$ cat src/rtl/rss_pkg.sv
// Package for the reset source sequencer: register map, field positions, timing.
// Assumes a single 100 MHz reference clock and an 8-bit register port.
package rss_pkg;
  // Clock
  localparam int unsigned CLK_MHZ = 100;
  // Minimum external reset pulse, ns, and its cycle count (rounded up)
  localparam int unsigned PIN_MIN_NS = 2500;
  localparam int unsigned PIN_MIN_CYC = (PIN_MIN_NS * CLK_MHZ + 999) / 1000;
  // Minimum brown-out dip width, ns, and its cycle count (at least one)
  localparam int unsigned BOD_MIN_NS = 2;
  localparam int unsigned BOD_MIN_RAW = (BOD_MIN_NS * CLK_MHZ + 999) / 1000;
  localparam int unsigned BOD_MIN_CYC = (BOD_MIN_RAW < 1) ? 1 : BOD_MIN_RAW;
  localparam int unsigned FILT_W = 9;
  // Register addresses
  localparam logic [3:0] ADDR_CAUSE = 4'h0;
  localparam logic [3:0] ADDR_STAT = 4'h1;
  localparam logic [3:0] ADDR_MASK = 4'h2;
  // Reset-cause field positions
  localparam int unsigned BIT_POR = 0;
  localparam int unsigned BIT_PIN = 1;
  localparam int unsigned BIT_BOD = 2;
  localparam int unsigned BIT_WDT = 3;
  localparam logic [7:0] CAUSE_MASK = 8'h0f;
  localparam logic [7:0] STAT_RESET = 8'h00;
  localparam logic [7:0] MASK_RESET = 8'h00;
  // Brown-out level fuse codes
  localparam logic [2:0] BODL_OFF = 3'h7;
  localparam logic [2:0] BODL_LVL_A = 3'h6;
  localparam logic [2:0] BODL_2V7 = 3'h5;
  localparam logic [2:0] BODL_4V3 = 3'h4;
  // Start-up time-out selection: index from start-up and clock-select fuses
  localparam int unsigned TOUT_W = 20;
  typedef enum logic [1:0] {RSS_ST_HOLD, RSS_ST_DELAY, RSS_ST_RUN} rss_state_t;
endpackage

$ cat src/rtl/rss_filt_if.sv
// Interface carrying one glitch filter's raw input and filtered level.
// Assumes the producer and the consumer share REF_CLK.
interface rss_filt_if;
  logic raw;
  logic qual;
  modport src (output raw, input qual);
  modport flt (input raw, output qual);
endinterface

$ cat src/rtl/rss_glitch_filter.sv
// Width qualifier: the output goes high once the input has been high for LEN cycles.
// Assumes the input is already synchronised to the clock.
module rss_glitch_filter
  import rss_pkg::*;
#(
  parameter int unsigned LEN = 1
) (
  input wire logic clk,
  input wire logic rst_n,
  rss_filt_if.flt fi
);
  logic [FILT_W-1:0] cnt_q;
  // Count consecutive active cycles, drop at once on a gap
  always_ff @(posedge clk) begin
    if (!rst_n) begin
      cnt_q <= '0;
    end else if (!fi.raw) begin
      cnt_q <= '0;
    end else if (cnt_q < FILT_W'(LEN)) begin
      cnt_q <= cnt_q + FILT_W'(1);
    end
  end
  assign fi.qual = fi.raw && (cnt_q >= FILT_W'(LEN));
endmodule

$ cat src/rtl/rss_top.sv
// Reset source sequencer: combines four reset causes, stretches internal reset,
// records causes. Assumes analog detectors arrive as levels from outside the clock.
// Function
// - Hold I/O registers in reset; release to the reset vector afterwards.
// - Force ports to initial state immediately, without a clock; only pin and supply bypass the clock here.
// - Stretch internal reset by fuse-selected delay after all sources end.
// - Four causes: power-on, pin, watchdog, brown-out; any asserts reset.
// - Power-on reset follows low supply with no delay; release starts delay.
// - Pin low beyond minimum width resets; shorter pulses may be ignored.
// - Pin release starts delay; processor runs after the time-out.
// - Watchdog resets only when enabled with its interrupt option off.
// - Watchdog makes a one-cycle pulse; its fall starts the delay.
// - Enabled brown-out asserts at once; recovery starts the delay.
// - Brown-out ignores dips shorter than the minimum width.
// - Level fuse: all ones off, two known levels, one more, four reserved.
// - Watchdog flag bit 3: set by watchdog, cleared by power-on or zero write.
// - Brown-out flag bit 2: set by brown-out, cleared by power-on or zero write.
// - Pin flag bit 1: set by pin reset, cleared by power-on or zero write.
// - Power-on flag bit 0: set by power-on, cleared only by zero write.
//
// The address-and-strobe port and the address map were decided locally.
module rss_top
  import rss_pkg::*;
#(
  parameter logic [TOUT_W-1:0] TOUT_CYC0 = 20'h00400,
  parameter logic [TOUT_W-1:0] TOUT_CYC1 = 20'h01000,
  parameter logic [TOUT_W-1:0] TOUT_CYC2 = 20'h04000,
  parameter logic [TOUT_W-1:0] TOUT_CYC3 = 20'h10000
) (
  // Clock and reset
  input wire logic REF_CLK,
  input wire logic RST_N,
  // Reset sources
  input wire logic SUPPLY_LOW,
  input wire logic RESET_PIN_N,
  input wire logic WDT_EXPIRE,
  input wire logic WDT_ENABLE,
  input wire logic WDT_INT_ENABLE,
  input wire logic BOD_BELOW,
  // Fuses
  input wire logic [2:0] BROWNOUT_LEVEL_FUSES,
  input wire logic [1:0] STARTUP_TIME_FUSES,
  input wire logic [3:0] CLOCK_SELECT_FUSES,
  // Reset outputs
  output logic PORT_RESET,
  output logic CORE_RESET,
  output logic FETCH_VECTOR,
  output logic WDT_RESET_PULSE,
  output logic [1:0] BOD_TRIP_SEL,
  // Register port
  input wire logic [3:0] REG_ADDR,
  input wire logic [7:0] REG_WDATA,
  input wire logic REG_WR,
  input wire logic REG_RD,
  output logic [7:0] REG_RDATA,
  output logic IRQ
);
  logic por_s1_q, por_s2_q, pin_s1_q, pin_s2_q, bod_s1_q, bod_s2_q;
  logic por_act, pin_raw, pin_act, bod_en, bod_act, wdt_act, wdt_pulse_q, wdt_pulse_d;
  logic any_src, pin_fall_q;
  logic [TOUT_W-1:0] cnt_q, cnt_d, tout_sel;
  rss_state_t state_q, state_d;
  logic [7:0] cause_q, stat_q, mask_q, events;
  rss_filt_if pin_if ();
  rss_filt_if bod_if ();

  // Two-flop synchronisers for the asynchronous detector levels
  always_ff @(posedge REF_CLK) begin
    if (!RST_N) begin
      por_s1_q <= 1'b1;
      por_s2_q <= 1'b1;
      pin_s1_q <= 1'b0;
      pin_s2_q <= 1'b0;
      bod_s1_q <= 1'b0;
      bod_s2_q <= 1'b0;
    end else begin
      por_s1_q <= SUPPLY_LOW;
      por_s2_q <= por_s1_q;
      pin_s1_q <= !RESET_PIN_N;
      pin_s2_q <= pin_s1_q;
      bod_s1_q <= BOD_BELOW;
      bod_s2_q <= bod_s1_q;
    end
  end

  // Level fuse decode; reserved codes treated as disabled
  always_comb begin
    bod_en = 1'b0;
    BOD_TRIP_SEL = 2'h0;
    case (BROWNOUT_LEVEL_FUSES)
      BODL_LVL_A: begin
        bod_en = 1'b1;
        BOD_TRIP_SEL = 2'h1;
      end
      BODL_2V7: begin
        bod_en = 1'b1;
        BOD_TRIP_SEL = 2'h2;
      end
      BODL_4V3: begin
        bod_en = 1'b1;
        BOD_TRIP_SEL = 2'h3;
      end
      default: bod_en = 1'b0;
    endcase
  end

  // Width qualifiers reject short pin pulses and short supply dips
  assign pin_if.raw = pin_s2_q;
  assign bod_if.raw = bod_s2_q && bod_en;
  rss_glitch_filter #(.LEN(PIN_MIN_CYC)) u_pin_filt (
    .clk(REF_CLK),
    .rst_n(RST_N),
    .fi(pin_if.flt)
  );
  rss_glitch_filter #(.LEN(BOD_MIN_CYC)) u_bod_filt (
    .clk(REF_CLK),
    .rst_n(RST_N),
    .fi(bod_if.flt)
  );
  assign pin_act = pin_if.qual;
  assign bod_act = bod_if.qual;
  assign por_act = por_s2_q;

  // Watchdog reset only in pure system-reset mode
  assign wdt_act = WDT_EXPIRE && WDT_ENABLE && !WDT_INT_ENABLE;
  assign wdt_pulse_d = wdt_act && !wdt_pulse_q;
  always_ff @(posedge REF_CLK) begin
    if (!RST_N) begin
      wdt_pulse_q <= 1'b0;
    end else begin
      wdt_pulse_q <= wdt_pulse_d;
    end
  end
  assign WDT_RESET_PULSE = wdt_pulse_q;

  // Any active source holds reset
  assign any_src = por_act || pin_act || bod_act || wdt_pulse_q;
  // Port reset bypasses the clock for pin and supply; raw levels are deliberate here
  assign PORT_RESET = SUPPLY_LOW || !RESET_PIN_N || any_src || (state_q != RSS_ST_RUN);

  // Time-out chosen from start-up and clock-select fuses
  always_comb begin
    case (STARTUP_TIME_FUSES ^ CLOCK_SELECT_FUSES[1:0])
      2'h0: tout_sel = TOUT_CYC0;
      2'h1: tout_sel = TOUT_CYC1;
      2'h2: tout_sel = TOUT_CYC2;
      default: tout_sel = TOUT_CYC3;
    endcase
  end

  // Sequencer: hold while sources active, then count the time-out
  always_comb begin
    state_d = state_q;
    cnt_d = cnt_q;
    case (state_q)
      RSS_ST_HOLD: begin
        cnt_d = '0;
        if (!any_src) begin
          state_d = RSS_ST_DELAY;
        end
      end
      RSS_ST_DELAY: begin
        if (any_src) begin
          state_d = RSS_ST_HOLD;
          cnt_d = '0;
        end else if (cnt_q >= tout_sel - TOUT_W'(1)) begin
          state_d = RSS_ST_RUN;
        end else begin
          cnt_d = cnt_q + TOUT_W'(1);
        end
      end
      RSS_ST_RUN: begin
        if (any_src) begin
          state_d = RSS_ST_HOLD;
        end
      end
      default: state_d = RSS_ST_HOLD;
    endcase
  end
  always_ff @(posedge REF_CLK) begin
    if (!RST_N) begin
      state_q <= RSS_ST_HOLD;
      cnt_q <= '0;
    end else begin
      state_q <= state_d;
      cnt_q <= cnt_d;
    end
  end
  assign CORE_RESET = (state_q != RSS_ST_RUN);
  // One-cycle pulse starting fetch at the reset vector
  always_ff @(posedge REF_CLK) begin
    if (!RST_N) begin
      pin_fall_q <= 1'b0;
    end else begin
      pin_fall_q <= (state_q == RSS_ST_DELAY) && (state_d == RSS_ST_RUN);
    end
  end
  assign FETCH_VECTOR = pin_fall_q;

  // Cause events; power-on wins and clears the other flags
  assign events = {4'h0, wdt_pulse_q, bod_act, pin_act, por_act};
  function automatic logic [7:0] w0c(input logic [7:0] cur, input logic [7:0] wd);
    w0c = cur & wd; // Zero clears, one keeps
  endfunction
  always_ff @(posedge REF_CLK) begin
    if (!RST_N) begin
      cause_q <= STAT_RESET;
    end else if (por_act) begin
      cause_q <= 8'h01 << BIT_POR;
    end else begin
      // Set wins over a software clear in the same cycle
      cause_q <= ((REG_WR && REG_ADDR == ADDR_CAUSE) ? w0c(cause_q, REG_WDATA) : cause_q)
                 | (events & CAUSE_MASK);
    end
  end

  // Interrupt status: sticky, write one to clear, set wins
  always_ff @(posedge REF_CLK) begin
    if (!RST_N) begin
      stat_q <= STAT_RESET;
    end else begin
      stat_q <= ((REG_WR && REG_ADDR == ADDR_STAT) ? (stat_q & ~REG_WDATA) : stat_q)
                | (events & CAUSE_MASK);
    end
  end
  always_ff @(posedge REF_CLK) begin
    if (!RST_N) begin
      mask_q <= MASK_RESET;
    end else if (REG_WR && REG_ADDR == ADDR_MASK) begin
      mask_q <= REG_WDATA & CAUSE_MASK;
    end
  end
  assign IRQ = |(stat_q & mask_q);

  // Read data one cycle after the strobe; unmapped reads zero
  always_ff @(posedge REF_CLK) begin
    if (!RST_N) begin
      REG_RDATA <= 8'h00;
    end else if (REG_RD) begin
      case (REG_ADDR)
        ADDR_CAUSE: REG_RDATA <= cause_q & CAUSE_MASK;
        ADDR_STAT: REG_RDATA <= stat_q;
        ADDR_MASK: REG_RDATA <= mask_q;
        default: REG_RDATA <= 8'h00;
      endcase
    end else begin
      REG_RDATA <= 8'h00;
    end
  end

  // Checks
  property p_wdt_one(c);
    @(posedge REF_CLK) disable iff (!RST_N) c |=> !c;
  endproperty
  a_wdt_one: assert property (p_wdt_one(wdt_pulse_q)) else $error("wdt pulse too long");
  property p_wdt_gate;
    @(posedge REF_CLK) disable iff (!RST_N) wdt_pulse_q |-> $past(WDT_ENABLE && !WDT_INT_ENABLE);
  endproperty
  a_wdt_gate: assert property (p_wdt_gate) else $error("wdt reset while gated");
  property p_hold;
    @(posedge REF_CLK) disable iff (!RST_N) any_src |=> CORE_RESET;
  endproperty
  a_hold: assert property (p_hold) else $error("core ran with source active");
  property p_delay;
    @(posedge REF_CLK) disable iff (!RST_N) $rose(state_q == RSS_ST_DELAY) |-> CORE_RESET[*2];
  endproperty
  a_delay: assert property (p_delay) else $error("no stretch");
  property p_por_flag;
    @(posedge REF_CLK) disable iff (!RST_N) por_act |=> cause_q[BIT_POR] && !cause_q[BIT_WDT];
  endproperty
  a_por_flag: assert property (p_por_flag) else $error("power-on flag wrong");
  property p_bod_flag;
    @(posedge REF_CLK) disable iff (!RST_N) bod_act && !por_act |=> cause_q[BIT_BOD];
  endproperty
  a_bod_flag: assert property (p_bod_flag) else $error("brown-out flag not set");
  property p_pin_flag;
    @(posedge REF_CLK) disable iff (!RST_N) pin_act && !por_act |=> cause_q[BIT_PIN];
  endproperty
  a_pin_flag: assert property (p_pin_flag) else $error("pin flag not set");
  property p_upper;
    @(posedge REF_CLK) disable iff (!RST_N) REG_RD |=> REG_RDATA[7:4] == 4'h0;
  endproperty
  a_upper: assert property (p_upper) else $error("upper bits nonzero");
  property p_keep_one;
    @(posedge REF_CLK) disable iff (!RST_N)
      REG_WR && REG_ADDR == ADDR_CAUSE && REG_WDATA[BIT_POR] && cause_q[BIT_POR]
      |=> cause_q[BIT_POR];
  endproperty
  a_keep_one: assert property (p_keep_one) else $error("power-on flag lost");
  // Port reset follows every source and the raw pin without waiting for the sequencer
  property p_port_src;
    @(posedge REF_CLK) disable iff (!RST_N) any_src || !RESET_PIN_N |-> PORT_RESET;
  endproperty
  a_port_src: assert property (p_port_src) else $error("ports not held in reset");
  property p_por_hold;
    @(posedge REF_CLK) disable iff (!RST_N) por_act |=> state_q == RSS_ST_HOLD;
  endproperty
  a_por_hold: assert property (p_por_hold) else $error("power-on did not hold");
  // Release of every source starts a fresh count
  property p_delay_start;
    @(posedge REF_CLK) disable iff (!RST_N)
      state_q == RSS_ST_HOLD && !any_src |=> state_q == RSS_ST_DELAY && cnt_q == '0;
  endproperty
  a_delay_start: assert property (p_delay_start) else $error("delay not started");
  property p_cnt_step;
    @(posedge REF_CLK) disable iff (!RST_N)
      state_q == RSS_ST_DELAY && !any_src && state_d == RSS_ST_DELAY
      |=> cnt_q == $past(cnt_q) + TOUT_W'(1);
  endproperty
  a_cnt_step: assert property (p_cnt_step) else $error("delay counter stalled");
  // Release only after the full selected time-out
  property p_run_full;
    @(posedge REF_CLK) disable iff (!RST_N)
      state_q == RSS_ST_DELAY && state_d == RSS_ST_RUN |-> cnt_q >= tout_sel - TOUT_W'(1);
  endproperty
  a_run_full: assert property (p_run_full) else $error("time-out cut short");
  property p_fetch;
    @(posedge REF_CLK) disable iff (!RST_N) $fell(CORE_RESET) |-> FETCH_VECTOR;
  endproperty
  a_fetch: assert property (p_fetch) else $error("no vector fetch");
  property p_fetch_one;
    @(posedge REF_CLK) disable iff (!RST_N) FETCH_VECTOR |=> !FETCH_VECTOR;
  endproperty
  a_fetch_one: assert property (p_fetch_one) else $error("fetch pulse too long");
  // A disabled detector must never count as a source
  property p_bod_off;
    @(posedge REF_CLK) disable iff (!RST_N) !bod_en |-> !bod_act;
  endproperty
  a_bod_off: assert property (p_bod_off) else $error("disabled brown-out acted");
  // The falling edge of the watchdog pulse starts the delay
  property p_wdt_fall;
    @(posedge REF_CLK) disable iff (!RST_N)
      $fell(wdt_pulse_q) && !any_src |=> state_q == RSS_ST_DELAY;
  endproperty
  a_wdt_fall: assert property (p_wdt_fall) else $error("watchdog fall missed");
  property p_wdt_clear;
    @(posedge REF_CLK) disable iff (!RST_N)
      REG_WR && REG_ADDR == ADDR_CAUSE && !REG_WDATA[BIT_WDT] && !wdt_pulse_q && !por_act
      |=> !cause_q[BIT_WDT];
  endproperty
  a_wdt_clear: assert property (p_wdt_clear) else $error("watchdog flag not cleared");
  // Power-on wipes the pin and brown-out flags
  property p_por_wipe;
    @(posedge REF_CLK) disable iff (!RST_N) por_act |=> !cause_q[BIT_PIN] && !cause_q[BIT_BOD];
  endproperty
  a_por_wipe: assert property (p_por_wipe) else $error("flags survived power-on");
  c_run: cover property (@(posedge REF_CLK) disable iff (!RST_N) $fell(CORE_RESET));
  c_pin: cover property (@(posedge REF_CLK) disable iff (!RST_N) pin_act);
  c_fetch: cover property (@(posedge REF_CLK) disable iff (!RST_N) FETCH_VECTOR);
  c_wdt: cover property (@(posedge REF_CLK) disable iff (!RST_N) wdt_pulse_q);
  c_bod: cover property (@(posedge REF_CLK) disable iff (!RST_N) bod_act);
endmodule

$ cat config.mk
export PLATFORM = sky130hd
export DESIGN_NAME = rss_top
export DESIGN_NICKNAME = d
export VERILOG_FILES = /design/src/rtl/rss_pkg.sv /design/src/rtl/rss_filt_if.sv /design/src/rtl/rss_glitch_filter.sv /design/src/rtl/rss_top.sv
export SDC_FILE = /design/constraint.sdc
export NUM_CORES = 1
export LEC_CHECK = 0
export BUFFER_PORTS_ARGS = -buffer_cell sky130_fd_sc_hd__buf_2
export CAP_MARGIN = 20
export CELL_PAD_IN_SITES_DETAIL_PLACEMENT = 0
export CELL_PAD_IN_SITES_GLOBAL_PLACEMENT = 1
export CORE_ASPECT_RATIO = 0.8
export CORE_MARGIN = 2
export CORE_UTILIZATION = 43
export CTS_CLUSTER_DIAMETER = 100
export DETAILED_ROUTE_END_ITERATION = 12
export GPL_TIMING_DRIVEN = 1
export PLACE_DENSITY_LB_ADDON = 0.1
export SYNTH_ARGS = -nofsm -noshare
export SYNTH_HDL_FRONTEND = slang
export SYNTH_SLANG_ARGS = --single-unit
$ cat constraint.sdc
create_clock -name REF_CLK -period 3.8 [get_ports REF_CLK]
set_input_delay 1.14 -clock REF_CLK [delete_from_list [all_inputs] [get_ports REF_CLK]]
set_output_delay 1.14 -clock REF_CLK [all_outputs]
set_load 0.1 [all_outputs]
---- After elaboration in Yosys (flattened, before gate mapping) ----
Cells that the tools add are included.
Widths: inputs -> output; s select.
storage, ports and cells
  output and inout bits ................... 15
  bits in registers ....................... 76
  input bits .............................. 31
  word-level logic and storage cells ...... 91
operators by class
  equal/unequal tests ..................... 12
  $add $sub $neg .......................... 4
  muxes and demuxes ....................... 15
  bitwise logic cells ..................... 8
  order comparisons ....................... 5
  reduce and logical (&&, ||, !) cells .... 30
operators with widths
  kind                   number
  $pmux 17 s3            1
  $mux 20                2
  $pmux 20 s2            1
  $pmux 8 s3             1
  $add 20x1->20 const B  1
  $ge 20x20->1           1
  $sub 20x1->20 const B  1
  $add 9x1->9 const B    2
  $and 8x8->8            2
  $mux 8                 2
  $or 8x4->8             2
  $pmux 2 s3             2
  $logic_and 1x1->1      10
  $eq 3x3->1 const B     3
  $ge 9x1->1 const B     1
  $ge 9x8->1 const B     1
  $lt 9x1->1 const B     1
  $lt 9x8->1 const B     1
  $and 8x4->8            1
  $mux 2                 4
  $not 8->8              1
  $reduce_and 2->1       4
  $reduce_or 8->1        1
  $eq 2x2->1 const B     3
  other kinds (15)       25

---- Logic depth before layout (Yosys ltp) ----
Gate-level depths: netlist (run 1).
  word-level depth ........................ 11
  depth in mapped cells ................... 11
  gate-level depth less buffers ........... 9

---- Hierarchy ----
A second synthesis (run 1) with hierarchy kept.
second synthesis, totals
  cells, all modules ...................... 363
  area, all modules ....................... 3353.2 sq um
by module, submodules not included
  module                           sequential area each (sq um)  area each (sq um)  instances  cells an instance
  rss_top                          1081.0                        2513.7             1          275
  rss_glitch_filter at u_pin_filt  180.2                         498.0              1          55
  rss_glitch_filter at u_bod_filt  180.2                         341.6              1          33

---- Worst setup path before layout (run 1) ----
OpenSTA, ideal clock, no wires.
  path kind ............................... input to output
  start ................................... input BROWNOUT_LEVEL_FUSES[0]
  end ..................................... output PORT_RESET
  slack ................................... 104 ps
  buffers on the path ..................... 0
  stages .................................. 5
  arrival ................................. 2556 ps
  cells stage by stage .................... nand2_1 > and3_1 > nand2b_1 > nand3_1 > or4b_2
between the ends
  word-level cells in the longest chain between the ends .. 9
  elaborated cells between the ends (all ways) .. 11
  those cells by class .................... eq/ne: 3; mux: 1; reduce/logical: 7
RTL lines
  what                                line                     source
  from (decl)                         rss_top.sv:41            input wire logic [2:0] BROWNOUT_LEVEL_FUSES,
  $eq 3x3->1                          rss_top.sv:90            case (BROWNOUT_LEVEL_FUSES)
  $reduce_or 3->1 (no line) (*)       n/a
  $mux 1 (*)                          rss_top.sv:90
  $logic_and 1x1->1 (*)               rss_top.sv:109           assign bod_if.raw = bod_s2_q && bod_en;
  $logic_and 1x1->1 (*)               rss_glitch_filter.sv:23  assign fi.qual = fi.raw && (cnt_q >= FILT_W'(LEN));
  $logic_or 1x1->1 (*) (2 in series)  rss_top.sv:137           assign any_src = por_act || pin_act || bod_act || wdt_pulse_q;
  $logic_or 1x1->1 (*) (2 in series)  rss_top.sv:139           assign PORT_RESET = SUPPLY_LOW || !RESET_PIN_N || any_src || (state_q != RSS_ST_RUN);
  to (decl)                           rss_top.sv:45            output logic PORT_RESET,
Mark *: on every way between the ends. The rest lies on a longest branch, timed or not.

---- Worst setup path after layout (run 1) ----
  start ................................... input BROWNOUT_LEVEL_FUSES[1]
  end ..................................... output PORT_RESET
Same word-level chain as after synthesis.

==> impl_metrics.csv, run 1 <==
group,metric,value,unit
global_route,antenna_found_initial,0,
synth,async_flop_share,0,
detailed_routing,ant_nets,0,
floorplanning,fp-row-count,28,
clocking,ctsRootBufferMaster,"clkbuf_8",
clocking,cts_tree,"built",
worst_setup_path,startpoint_type,"input port",
placement,dp_hpwl,5040,um
worst_setup_path,max_stage_delay,0.52,ns
global_route,grt_usage,0.176,
clocking,cts.clk_slew.worst_paths,0.07,ns
detailed_routing,drcViolationCount,0,
floorplanning,dieHeight,81.0,um
synth,syn-num-nets,399,
pwr,powerDensity,397,nW/um^2
global_route,grt_pass1_vias,2309,
sta,relSlewSlack,0.355,
pwr,p_leak,0.00164,uW
hold_path,hp-class,"flop to flop",
synth,syn_area,3180,sq um
global_route,grt_pass1_wl,11300,um
worst_setup_path,criticalPathCategory,"input port to output pin",
cells_and_area,drive_gt1_frac,0.212,
detailed_routing,wl_met3,296,um
detailed_routing,drtIter0Drc,69,
clocking,htreeDepth,3,
detailed_routing,met2WireLength,2730,um
sta,hold_viol,0,
placement,portBuffers,43,
job,max_cap_viol_count,0,
clocking,cts.repair.resized,2,
worst_setup_path,crit_required,2.66,ns
detailed_routing,wl,6740,um
clocking,cts_num_sinks,72,
worst_setup_path,crit_arrival,2.48,ns
floorplanning,ios,46,
sta,final_max_slew_viol_count,0,
worst_setup_path,rr_startpoint,"u_pin_filt.cnt_q[0]",
worst_setup_path,slowest_stage,"or4b_4",
cells_and_area,antennaDiodeCount,0,
sta,rsz0062_at_grt,"no",
worst_setup_path,worstPathMaxFanout,7,
synth,syn_inst,357,
detailed_routing,first_pass_iters,5,
worst_setup_path,critPathLaunch,"BROWNOUT_LEVEL_FUSES[1]",
worst_setup_path,r2r_cells,9,
synth,syn_area_per_cell,8.92,sq um
clocking,cts_max_path_buffers,2,
hold_path,hold_depth,1,
sta,fin_crit_sh,0.952,
sta,fmax,276,MHz
cells_and_area,final_cell_mix,"72 x dfxtp_1, 43 x nor2_1, 42 x buf_2",
sta,finalSetupViolCount,0,
floorplanning,die_width,100,um
synth,synth_seq_cells,72,
hold_path,min_from,"por_s1_q",
cells_and_area,syn_to_final_growth,17.9,%
worst_setup_path,regToRegEndpoint,"cnt_q[13]",
pwr,power.total,1490,uW
worst_setup_path,r2r_slack,1.11,ns
floorplanning,fp.dieArea,8110,sq um
clocking,cts_setup_buffers,0,
sta,fin_crit,3.62,ns
detailed_routing,wl_per_cell,13.3,um
floorplanning,start_util,0.437,
detailed_routing,viasPerCell,5.25,
outcome,outcome,"complete, no violations",
global_route,grt-ovfl-total,0,
synth,synth_cell_types,51,
hold_path,hold_end,"por_act",
worst_setup_path,end_kind,"output pin",
cells_and_area,layout.nets,452,
detailed_routing,wl_met1,3650,um
synth,yosysSeqAreaShare,0.453,
detailed_routing,vias,2651,
pwr,ir_worst_vdd,236,uV
clocking,cts_buffers,9,
clocking,cts-hold-fix-buffers,0,
sta,max_slew.worst_pin.slew,0.962,ns
synth,synth_edf_count,0,
synth,yosysWarnings,0,
cells_and_area,final_common_cell,"dfxtp_1",
worst_setup_path,cp_cell_sequence,"buf_2 -> nand2_1 -> and3_2 -> nand2b_1 -> nand3_1 -> or4b_4 -> buf_12",
placement,gp_congestion,0.820,
floorplanning,fp.coreArea,7290,sq um
global_route,grt_max_degree,24,
synth,synth_ff_type,"dfxtp_1",
clocking,worstSkewPairLatency,0.34,ns
detailed_routing,routed.top_layer,"met4",
cells_and_area,final_util,0.515,
sta,skew,0.00822,ns
-- layout make-up --
cell class | instances | area (sq um)
clock buffer | 10 | 128
clock inverter | 6 | 83.8
fill | 707 | 3530
inverter | 9 | 33.8
multi-input combinational | 269 | 1680
sequential | 72 | 1440
tap | 90 | 113
timing repair buffer | 49 | 275
-- synth_stat cells, types with 4 or more instances --
cell type  number  share of area
xor2_1          6          0.017
o21a_1          4         0.0094
mux2i_1         5          0.016
ha_1           11          0.043
a21oi_1        29          0.046
nor3_1          9          0.014
a21o_1          6          0.014
nor2_1         43          0.051
dfxtp_1        72           0.45
nand2_1        36          0.042
nand3_1        18          0.028
inv_1           9          0.011
o21ai_0        10          0.016
and4_1          4          0.011
and2_1         10          0.020
nand2b_1        6          0.012
clkbuf_1        4         0.0047
a22o_2          8          0.025
nand4_1         6          0.012
and3_1         15          0.029
-- critical path: cells and delay by family --
kind / cells / cell delay [ns]
and+or+nand+nor: 5 / 1.06
buffers and inverters: 2 / 0.28
-- report_power, final --
part	total [uW]	leakage [uW]	switching (uW)	internal, uW
Clock	649	0.000110	282	368
Combinational	77.4	0.000946	49.8	27.6
Sequential	765	0.000582	4.52	760
-- state kept, by name, indices dropped and copies added, names as in the netlist, 2 cells and up --
name and count:
u_bod_filt.cnt_q 9, cnt_q 20, state_q 2, cause_q 4
stat_q 8, REG_RDATA 8, u_pin_filt.cnt_q 9, mask_q 4
-- cell families (layout without fill, tap and decap cells) --
| group | Yosys count | after routing | synth area share |
|---|---|---|---|
| AND/OR/NAND/NOR | 163 | 163 | 0.255 |
| XOR/XNOR | 8 | 8 | 0.0220 |
| adder cells (fa/ha/maj) | 11 | 11 | 0.0432 |
| flip-flops | 72 | 72 | 0.453 |
| multiplexers | 6 | 6 | 0.0193 |
| AO/OA/AOI/OAI | 81 | 81 | 0.184 |
| buffers and inverters | 16 | 74 | 0.0240 |
-- worst max path at each step --
| stage | endpoint | slack [ns] | cells past startpoint |
|---|---|---|---|
| 2_1_floorplan | PORT_RESET | 0.10 | 5 |
| 3_3_place_gp | PORT_RESET | -0.05 | 7 |
| 3_5_place_dp | PORT_RESET | -0.05 | 7 |
| 4_1_cts | PORT_RESET | 0.02 | 7 |
| 5_1_grt | PORT_RESET | 0.07 | 7 |
| 6_report | PORT_RESET | 0.18 | 7 |
-- through the flow --
step	setup TNS, ns	setup slack (ns)	hold slack [ns]	cells	area, sq um
2_1_floorplan	0	0.104	0.386	357	3180
3_5_place_dp	-0.0537	-0.0537	0.398	489	3510
5_1_grt	0	0.0735	0.423	505	3750
3_3_place_gp	-0.0460	-0.0460	0.389	489	3510
6_report	0	0.181	0.408	505	3750
4_1_cts	0	0.0224	0.407	505	3730
-- layer usage --
| metal | up-vias | GRT usage |
|---|---|---|
| met4 | 0 | 0.0411 |
| li1 | 1390 | - |
| met3 | 6 | 0.0568 |
| met5 | - | 0 |
| met1 | 1211 | 0.267 |
| met2 | 44 | 0.237 |
Note: power is estimated with default switching activity, not from simulation.
==> run 2: changes to the inputs <==
--- a/config.mk
+++ b/config.mk
@@ -12,6 +12,7 @@
 export CORE_ASPECT_RATIO = 0.8
 export CORE_MARGIN = 2
 export CORE_UTILIZATION = 43
+export CTS_BUF_LIST = sky130_fd_sc_hd__clkbuf_16
 export CTS_CLUSTER_DIAMETER = 100
 export DETAILED_ROUTE_END_ITERATION = 12
 export GPL_TIMING_DRIVEN = 1
==> run 2 against run 1 <==
Against the previous run: die area stayed put; hold slack worse by 0.0036 ns; non-clock buffer count stayed put; combinational power hardly changed; highest routed layer unchanged; design area is 2.7% higher; sequential share of layout area is 1.0 points lower; register-to-register slack hardly changed; fmax hardly changed; clock power is 36% higher; critical path depth stayed put; clock-buffer cell count is 1 lower.
==> impl_metrics.csv, run 2 (same netlist as run 1, synthesis figures left out) <==
group,metric,value,unit
job,max_cap_viol_count,0,
detailed_routing,wl_per_cell,13.5,um
detailed_routing,drcViolationCount,0,
detailed_routing,drtIter0Drc,79,
cells_and_area,final_common_cell,"dfxtp_1",
worst_setup_path,cp_cell_sequence,"buf_2 -> nand2_1 -> and3_2 -> nand2b_1 -> nand3_1 -> or4b_4 -> buf_12",
worst_setup_path,startpoint_type,"input port",
clocking,ctsRootBufferMaster,"clkbuf_16",
worst_setup_path,worstPathMaxFanout,7,
detailed_routing,first_pass_iters,4,
floorplanning,fp.dieArea,8110,sq um
detailed_routing,ant_nets,0,
pwr,p_leak,0.00169,uW
worst_setup_path,max_stage_delay,0.52,ns
worst_setup_path,r2r_cells,9,
sta,fin_hold_ws,0.404,ns
clocking,cts_num_sinks,72,
global_route,antenna_found_initial,0,
worst_setup_path,r2r_slack,1.11,ns
outcome,outcome,"complete, no violations",
detailed_routing,vias,2664,
sta,hold_viol,0,
clocking,cts_tree,"built",
worst_setup_path,crit_required,2.66,ns
placement,gp_congestion,0.820,
clocking,cts_max_path_buffers,2,
worst_setup_path,slowest_stage,"or4b_4",
pwr,powerDensity,448,nW/um^2
worst_setup_path,crit_arrival,2.48,ns
global_route,grt_pass1_wl,11300,um
cells_and_area,fin_area,3850,sq um
global_route,grt-ovfl-total,0,
sta,rsz0062_at_grt,"no",
cells_and_area,layout.nets,452,
sta,relSlewSlack,0.358,
sta,finalSetupViolCount,0,
pwr,ir_worst_vdd,281,uV
hold_path,hold_depth,1,
sta,fmax,277,MHz
clocking,cts-hold-fix-buffers,0,
clocking,cts.clk_slew.worst_paths,0.05,ns
worst_setup_path,regToRegEndpoint,"cnt_q[13]",
clocking,worstSkewPairLatency,0.33,ns
global_route,grt_max_degree,24,
floorplanning,die_width,100,um
floorplanning,fp-row-count,28,
clocking,cts_setup_buffers,0,
floorplanning,fp.coreArea,7290,sq um
floorplanning,ios,46,
global_route,grt_pass1_vias,2305,
worst_setup_path,critPathLaunch,"BROWNOUT_LEVEL_FUSES[1]",
worst_setup_path,criticalPathCategory,"input port to output pin",
floorplanning,start_util,0.437,
cells_and_area,antennaDiodeCount,0,
worst_setup_path,critPathBufInv,2,
worst_setup_path,end_kind,"output pin",
sta,fin_crit,3.62,ns
placement,portBuffers,43,
detailed_routing,wl,6840,um
hold_path,hp-class,"flop to flop",
cells_and_area,final_cell_mix,"72 x dfxtp_1, 43 x nor2_1, 42 x buf_2",
cells_and_area,largestRegisters,"cnt_q: 20 flops, u_bod_filt.cnt_q: 9 flops, u_pin_filt.cnt_q: 9 flops",
cells_and_area,syn_to_final_growth,21.1,%
hold_path,hold_end,"por_act",
sta,fin_tns_setup,0,ns
clocking,cts_buffers,9,
sta,final_max_slew_viol_count,0,
cells_and_area,drive_gt1_frac,0.212,
placement,place_area,3510,sq um
worst_setup_path,path_depth,7,
hold_path,min_from,"por_s1_q",
cells_and_area,largest_register_ffs,20,
cells_and_area,largest-register,"cnt_q",
sta,skew,0.00605,ns
worst_setup_path,rr_startpoint,"u_pin_filt.cnt_q[0]",
worst_setup_path,cpLargestDelayFamily,"simple AND/OR/NAND/NOR gates",
sta,max_slew.worst_pin.slew,0.958,ns
clocking,cts.repair.resized,2,
global_route,grt_usage,0.177,
floorplanning,dieHeight,81.0,um
clocking,htreeDepth,3,
sta,fin_crit_sh,0.952,
placement,dp_hpwl,5040,um
detailed_routing,viasPerCell,5.28,
-- run 2: area by class of cell --
cell class                      instances  area (sq um)
Timing Repair Buffer                   49           275
Sequential cell                        72          1440
Tap cell                               90           113
Fill cell                             689          3430
Inverter                                9          33.8
Multi-Input combinational cell        269          1680
Clock inverter                          7          87.6
Clock buffer                            9           225
-- run 2: how the worst max path moves through the flow --
| stage | end | slack [ns] |
|---|---|---|
| final | PORT_RESET | 0.18 |
| after global routing | PORT_RESET | 0.07 |
| after CTS | PORT_RESET | 0.02 |
| after detailed placement | PORT_RESET | -0.05 |
| after global placement | PORT_RESET | -0.05 |
| after floorplan | PORT_RESET | 0.10 |
-- run 2: per-layer routing --
layer | vias to the layer above | wire, um | global-route usage | part of all wire
met4 | 0 | 82 | 0.0534 | 0.012
met1 | 1228 | 3660 | 0.271 | 0.54
met5 | - | 0 | 0 | 0
met3 | 8 | 308 | 0.0542 | 0.045
li1 | 1387 | - | - | -
met2 | 41 | 2780 | 0.236 | 0.41
-- run 2: worst reg2reg max path, stage by stage (launching register included) --
cell and delay [ns]:
dfxtp_1 0.38, inv_1 0.06, ha_1 0.20, o31a_1 0.27
a31oi_4 0.19, buf_4 0.17, o211ai_1 0.17, o31ai_2 0.87
o21ai_0 0.21, nand2_1 0.10
-- run 2: power breakdown --
part | switching, uW | internal (uW) | total (uW)
Sequential | 4.60 | 762 | 766
Combinational | 50.0 | 27.6 | 77.6
Clock | 315 | 569 | 884
Total | 369 | 1360 | 1730
-- run 2: metrics by stage --
step / util / power (uW) / setup WS, ns / instances
after detailed placement: 0.482 / 860 / -0.0537 / 489
after floorplan: - / 830 / 0.104 / 357
final: 0.529 / 1730 / 0.184 / 505
after global routing: 0.529 / 1790 / 0.0735 / 505
after global placement: 0.482 / 859 / -0.0460 / 489
after CTS: 0.526 / 1740 / 0.0224 / 505
==> run 3: changes to the inputs <==
==> constraint.sdc (replaced) <==
create_clock -name REF_CLK -period 3.45 [get_ports REF_CLK]
set_input_delay 1.035 -clock REF_CLK [delete_from_list [all_inputs] [get_ports REF_CLK]]
set_output_delay 1.035 -clock REF_CLK [all_outputs]
set_load 0.1 [all_outputs]
==> run 3 against run 2 <==
Against the previous run: global-route usage is 0.11 points lower; wire length is 2.6% higher; via count is 1.1% higher; first-iteration DRC count is 18% higher; register-to-register slack worse by 0.38 ns; critical path type is now flop to output pin; largest cell class unchanged.
==> impl_metrics.csv, run 3 (same netlist as run 1, synthesis figures left out) <==
group,metric,value,unit
sta,skew,0.00565,ns
cells_and_area,largest_register_ffs,20,
cells_and_area,final_cell_mix,"71 x dfxtp_1, 43 x nor2_1, 42 x buf_2",
pwr,power.total,1830,uW
floorplanning,dieHeight,81.0,um
pwr,p_leak,0.00169,uW
cells_and_area,final_common_cell,"dfxtp_1",
global_route,grt_usage,0.176,
worst_setup_path,max_stage_delay,0.51,ns
worst_setup_path,crit_required,2.41,ns
worst_setup_path,worstPathMaxFanout,5,
hold_path,hp-class,"flop to flop",
sta,relSlewSlack,0.354,
floorplanning,fp.dieArea,8110,sq um
floorplanning,fp.coreArea,7290,sq um
sta,fin_crit,3.34,ns
cells_and_area,layout.nets,456,
cells_and_area,fillers,729,
global_route,grt_pass1_wl,11200,um
detailed_routing,wl_per_cell,13.8,um
clocking,cts_num_sinks,72,
outcome,outcome,"complete, no violations",
worst_setup_path,cp_cell_sequence,"inv_1 -> ha_1 -> nor4_2 -> and4_1 -> nand2b_4 -> nand3_1 -> or4b_4 -> buf_8",
floorplanning,fp-row-count,28,
sta,fmax,299,MHz
sta,final_max_slew_viol_count,0,
sta,fin_crit_sh,0.969,
global_route,grt_pass1_vias,2344,
global_route,grt-ovfl-total,0,
detailed_routing,wl,7010,um
clocking,cts.clk_slew.worst_paths,0.06,ns
clocking,ctsRootBufferMaster,"clkbuf_16",
placement,gp_congestion,0.852,
detailed_routing,first_pass_iters,4,
placement,place_area,3520,sq um
cells_and_area,largestRegisters,"cnt_q: 20 flops, u_bod_filt.cnt_q: 9 flops, u_pin_filt.cnt_q: 9 flops",
clocking,cts_buffers,9,
worst_setup_path,startpoint_type,"flop",
placement,dp_hpwl,5160,um
detailed_routing,drtIter0Drc,93,
worst_setup_path,slowest_stage,"or4b_4",
clocking,worstSkewPairLatency,0.33,ns
clocking,htreeDepth,3,
job,max_cap_viol_count,0,
cells_and_area,fin_area,3860,sq um
pwr,powerDensity,473,nW/um^2
clocking,cts_tree,"built",
cells_and_area,antennaDiodeCount,0,
cells_and_area,syn_to_final_growth,21.4,%
floorplanning,ios,46,
detailed_routing,vias,2694,
global_route,antenna_found_initial,0,
worst_setup_path,r2r_slack,0.73,ns
placement,portBuffers,43,
sta,hold_viol,0,
clocking,cts_max_path_buffers,2,
sta,fin_hold_ws,0.418,ns
worst_setup_path,criticalPathCategory,"flop to output pin",
worst_setup_path,end_kind,"output pin",
clocking,cts-hold-fix-buffers,0,
cells_and_area,final_util,0.530,
cells_and_area,drive_gt1_frac,0.222,
pwr,ir_worst_vdd,232,uV
sta,fin_tns_setup,0,ns
floorplanning,die_width,100,um
worst_setup_path,crit_arrival,2.31,ns
cells_and_area,largest-register,"cnt_q",
sta,finalSetupViolCount,0,
detailed_routing,drcViolationCount,0,
floorplanning,start_util,0.437,
detailed_routing,ant_nets,0,
global_route,grt_max_degree,24,
detailed_routing,viasPerCell,5.30,
sta,max_slew.worst_pin.slew,0.963,ns
run 3: final cells by class:
type | instances | area, sq um | area share
inverter | 9 | 33.8 | 0.00874
multi-input combinational | 269 | 1690 | 0.437
clock buffer | 9 | 225 | 0.0583
clock inverter | 6 | 61.3 | 0.0159
tap | 90 | 113 | 0.0291
timing repair buffer | 53 | 300 | 0.0777
sequential | 72 | 1440 | 0.373
run 3: worst max-delay path, delay by kind of cell, from the launching register on:
family / cells / cell delay (ns)
fa+ha+maj: 1 / 0.18
buf+inv: 2 / 0.24
flops: 1 / 0.37
simple gates: 5 / 1.19
run 3: routing by layer:
layer | up-vias | routed length [um] | GRT usage
met4 | 0 | 40 | 0.0534
li1 | 1399 | - | -
met5 | - | 0 | 0
met1 | 1252 | 3710 | 0.255
met2 | 36 | 3020 | 0.258
met3 | 7 | 236 | 0.0465
run 3: path summary, 6_finish.rpt:
| path | cells after the start | start | endpoint |
|---|---|---|---|
| max | 8 | u_bod_filt.cnt_q[1] | PORT_RESET |
| min | 1 | por_s1_q | por_act |
| max reg2reg | 9 | u_pin_filt.cnt_q[0] | cnt_q[13] |
| min reg2reg | 1 | por_s1_q | por_act |
run 3: through the flow:
step | cells | setup WS, ns
floorplan | 357 | 0.0447
global placement | 490 | -0.0619
detailed placement | 490 | -0.0977
CTS | 507 | 0.00551
global route | 508 | -0.0127
finish | 508 | 0.108
run 3: report_power, final:
| part | total (uW) | internal, uW | switching, uW |
|---|---|---|---|
| registers | 844 | 839 | 5.28 |
| logic | 88.2 | 31.5 | 56.7 |
| clock network | 894 | 552 | 342 |
| total | 1830 | 1420 | 404 |
run 3: what timing repair did:
action                                  in CTS  in global routing
endpoints found under the setup margin       1                  1
pin swaps                                    1                  1
buffers inserted                             2                  1
gates resized for setup                      3                  5
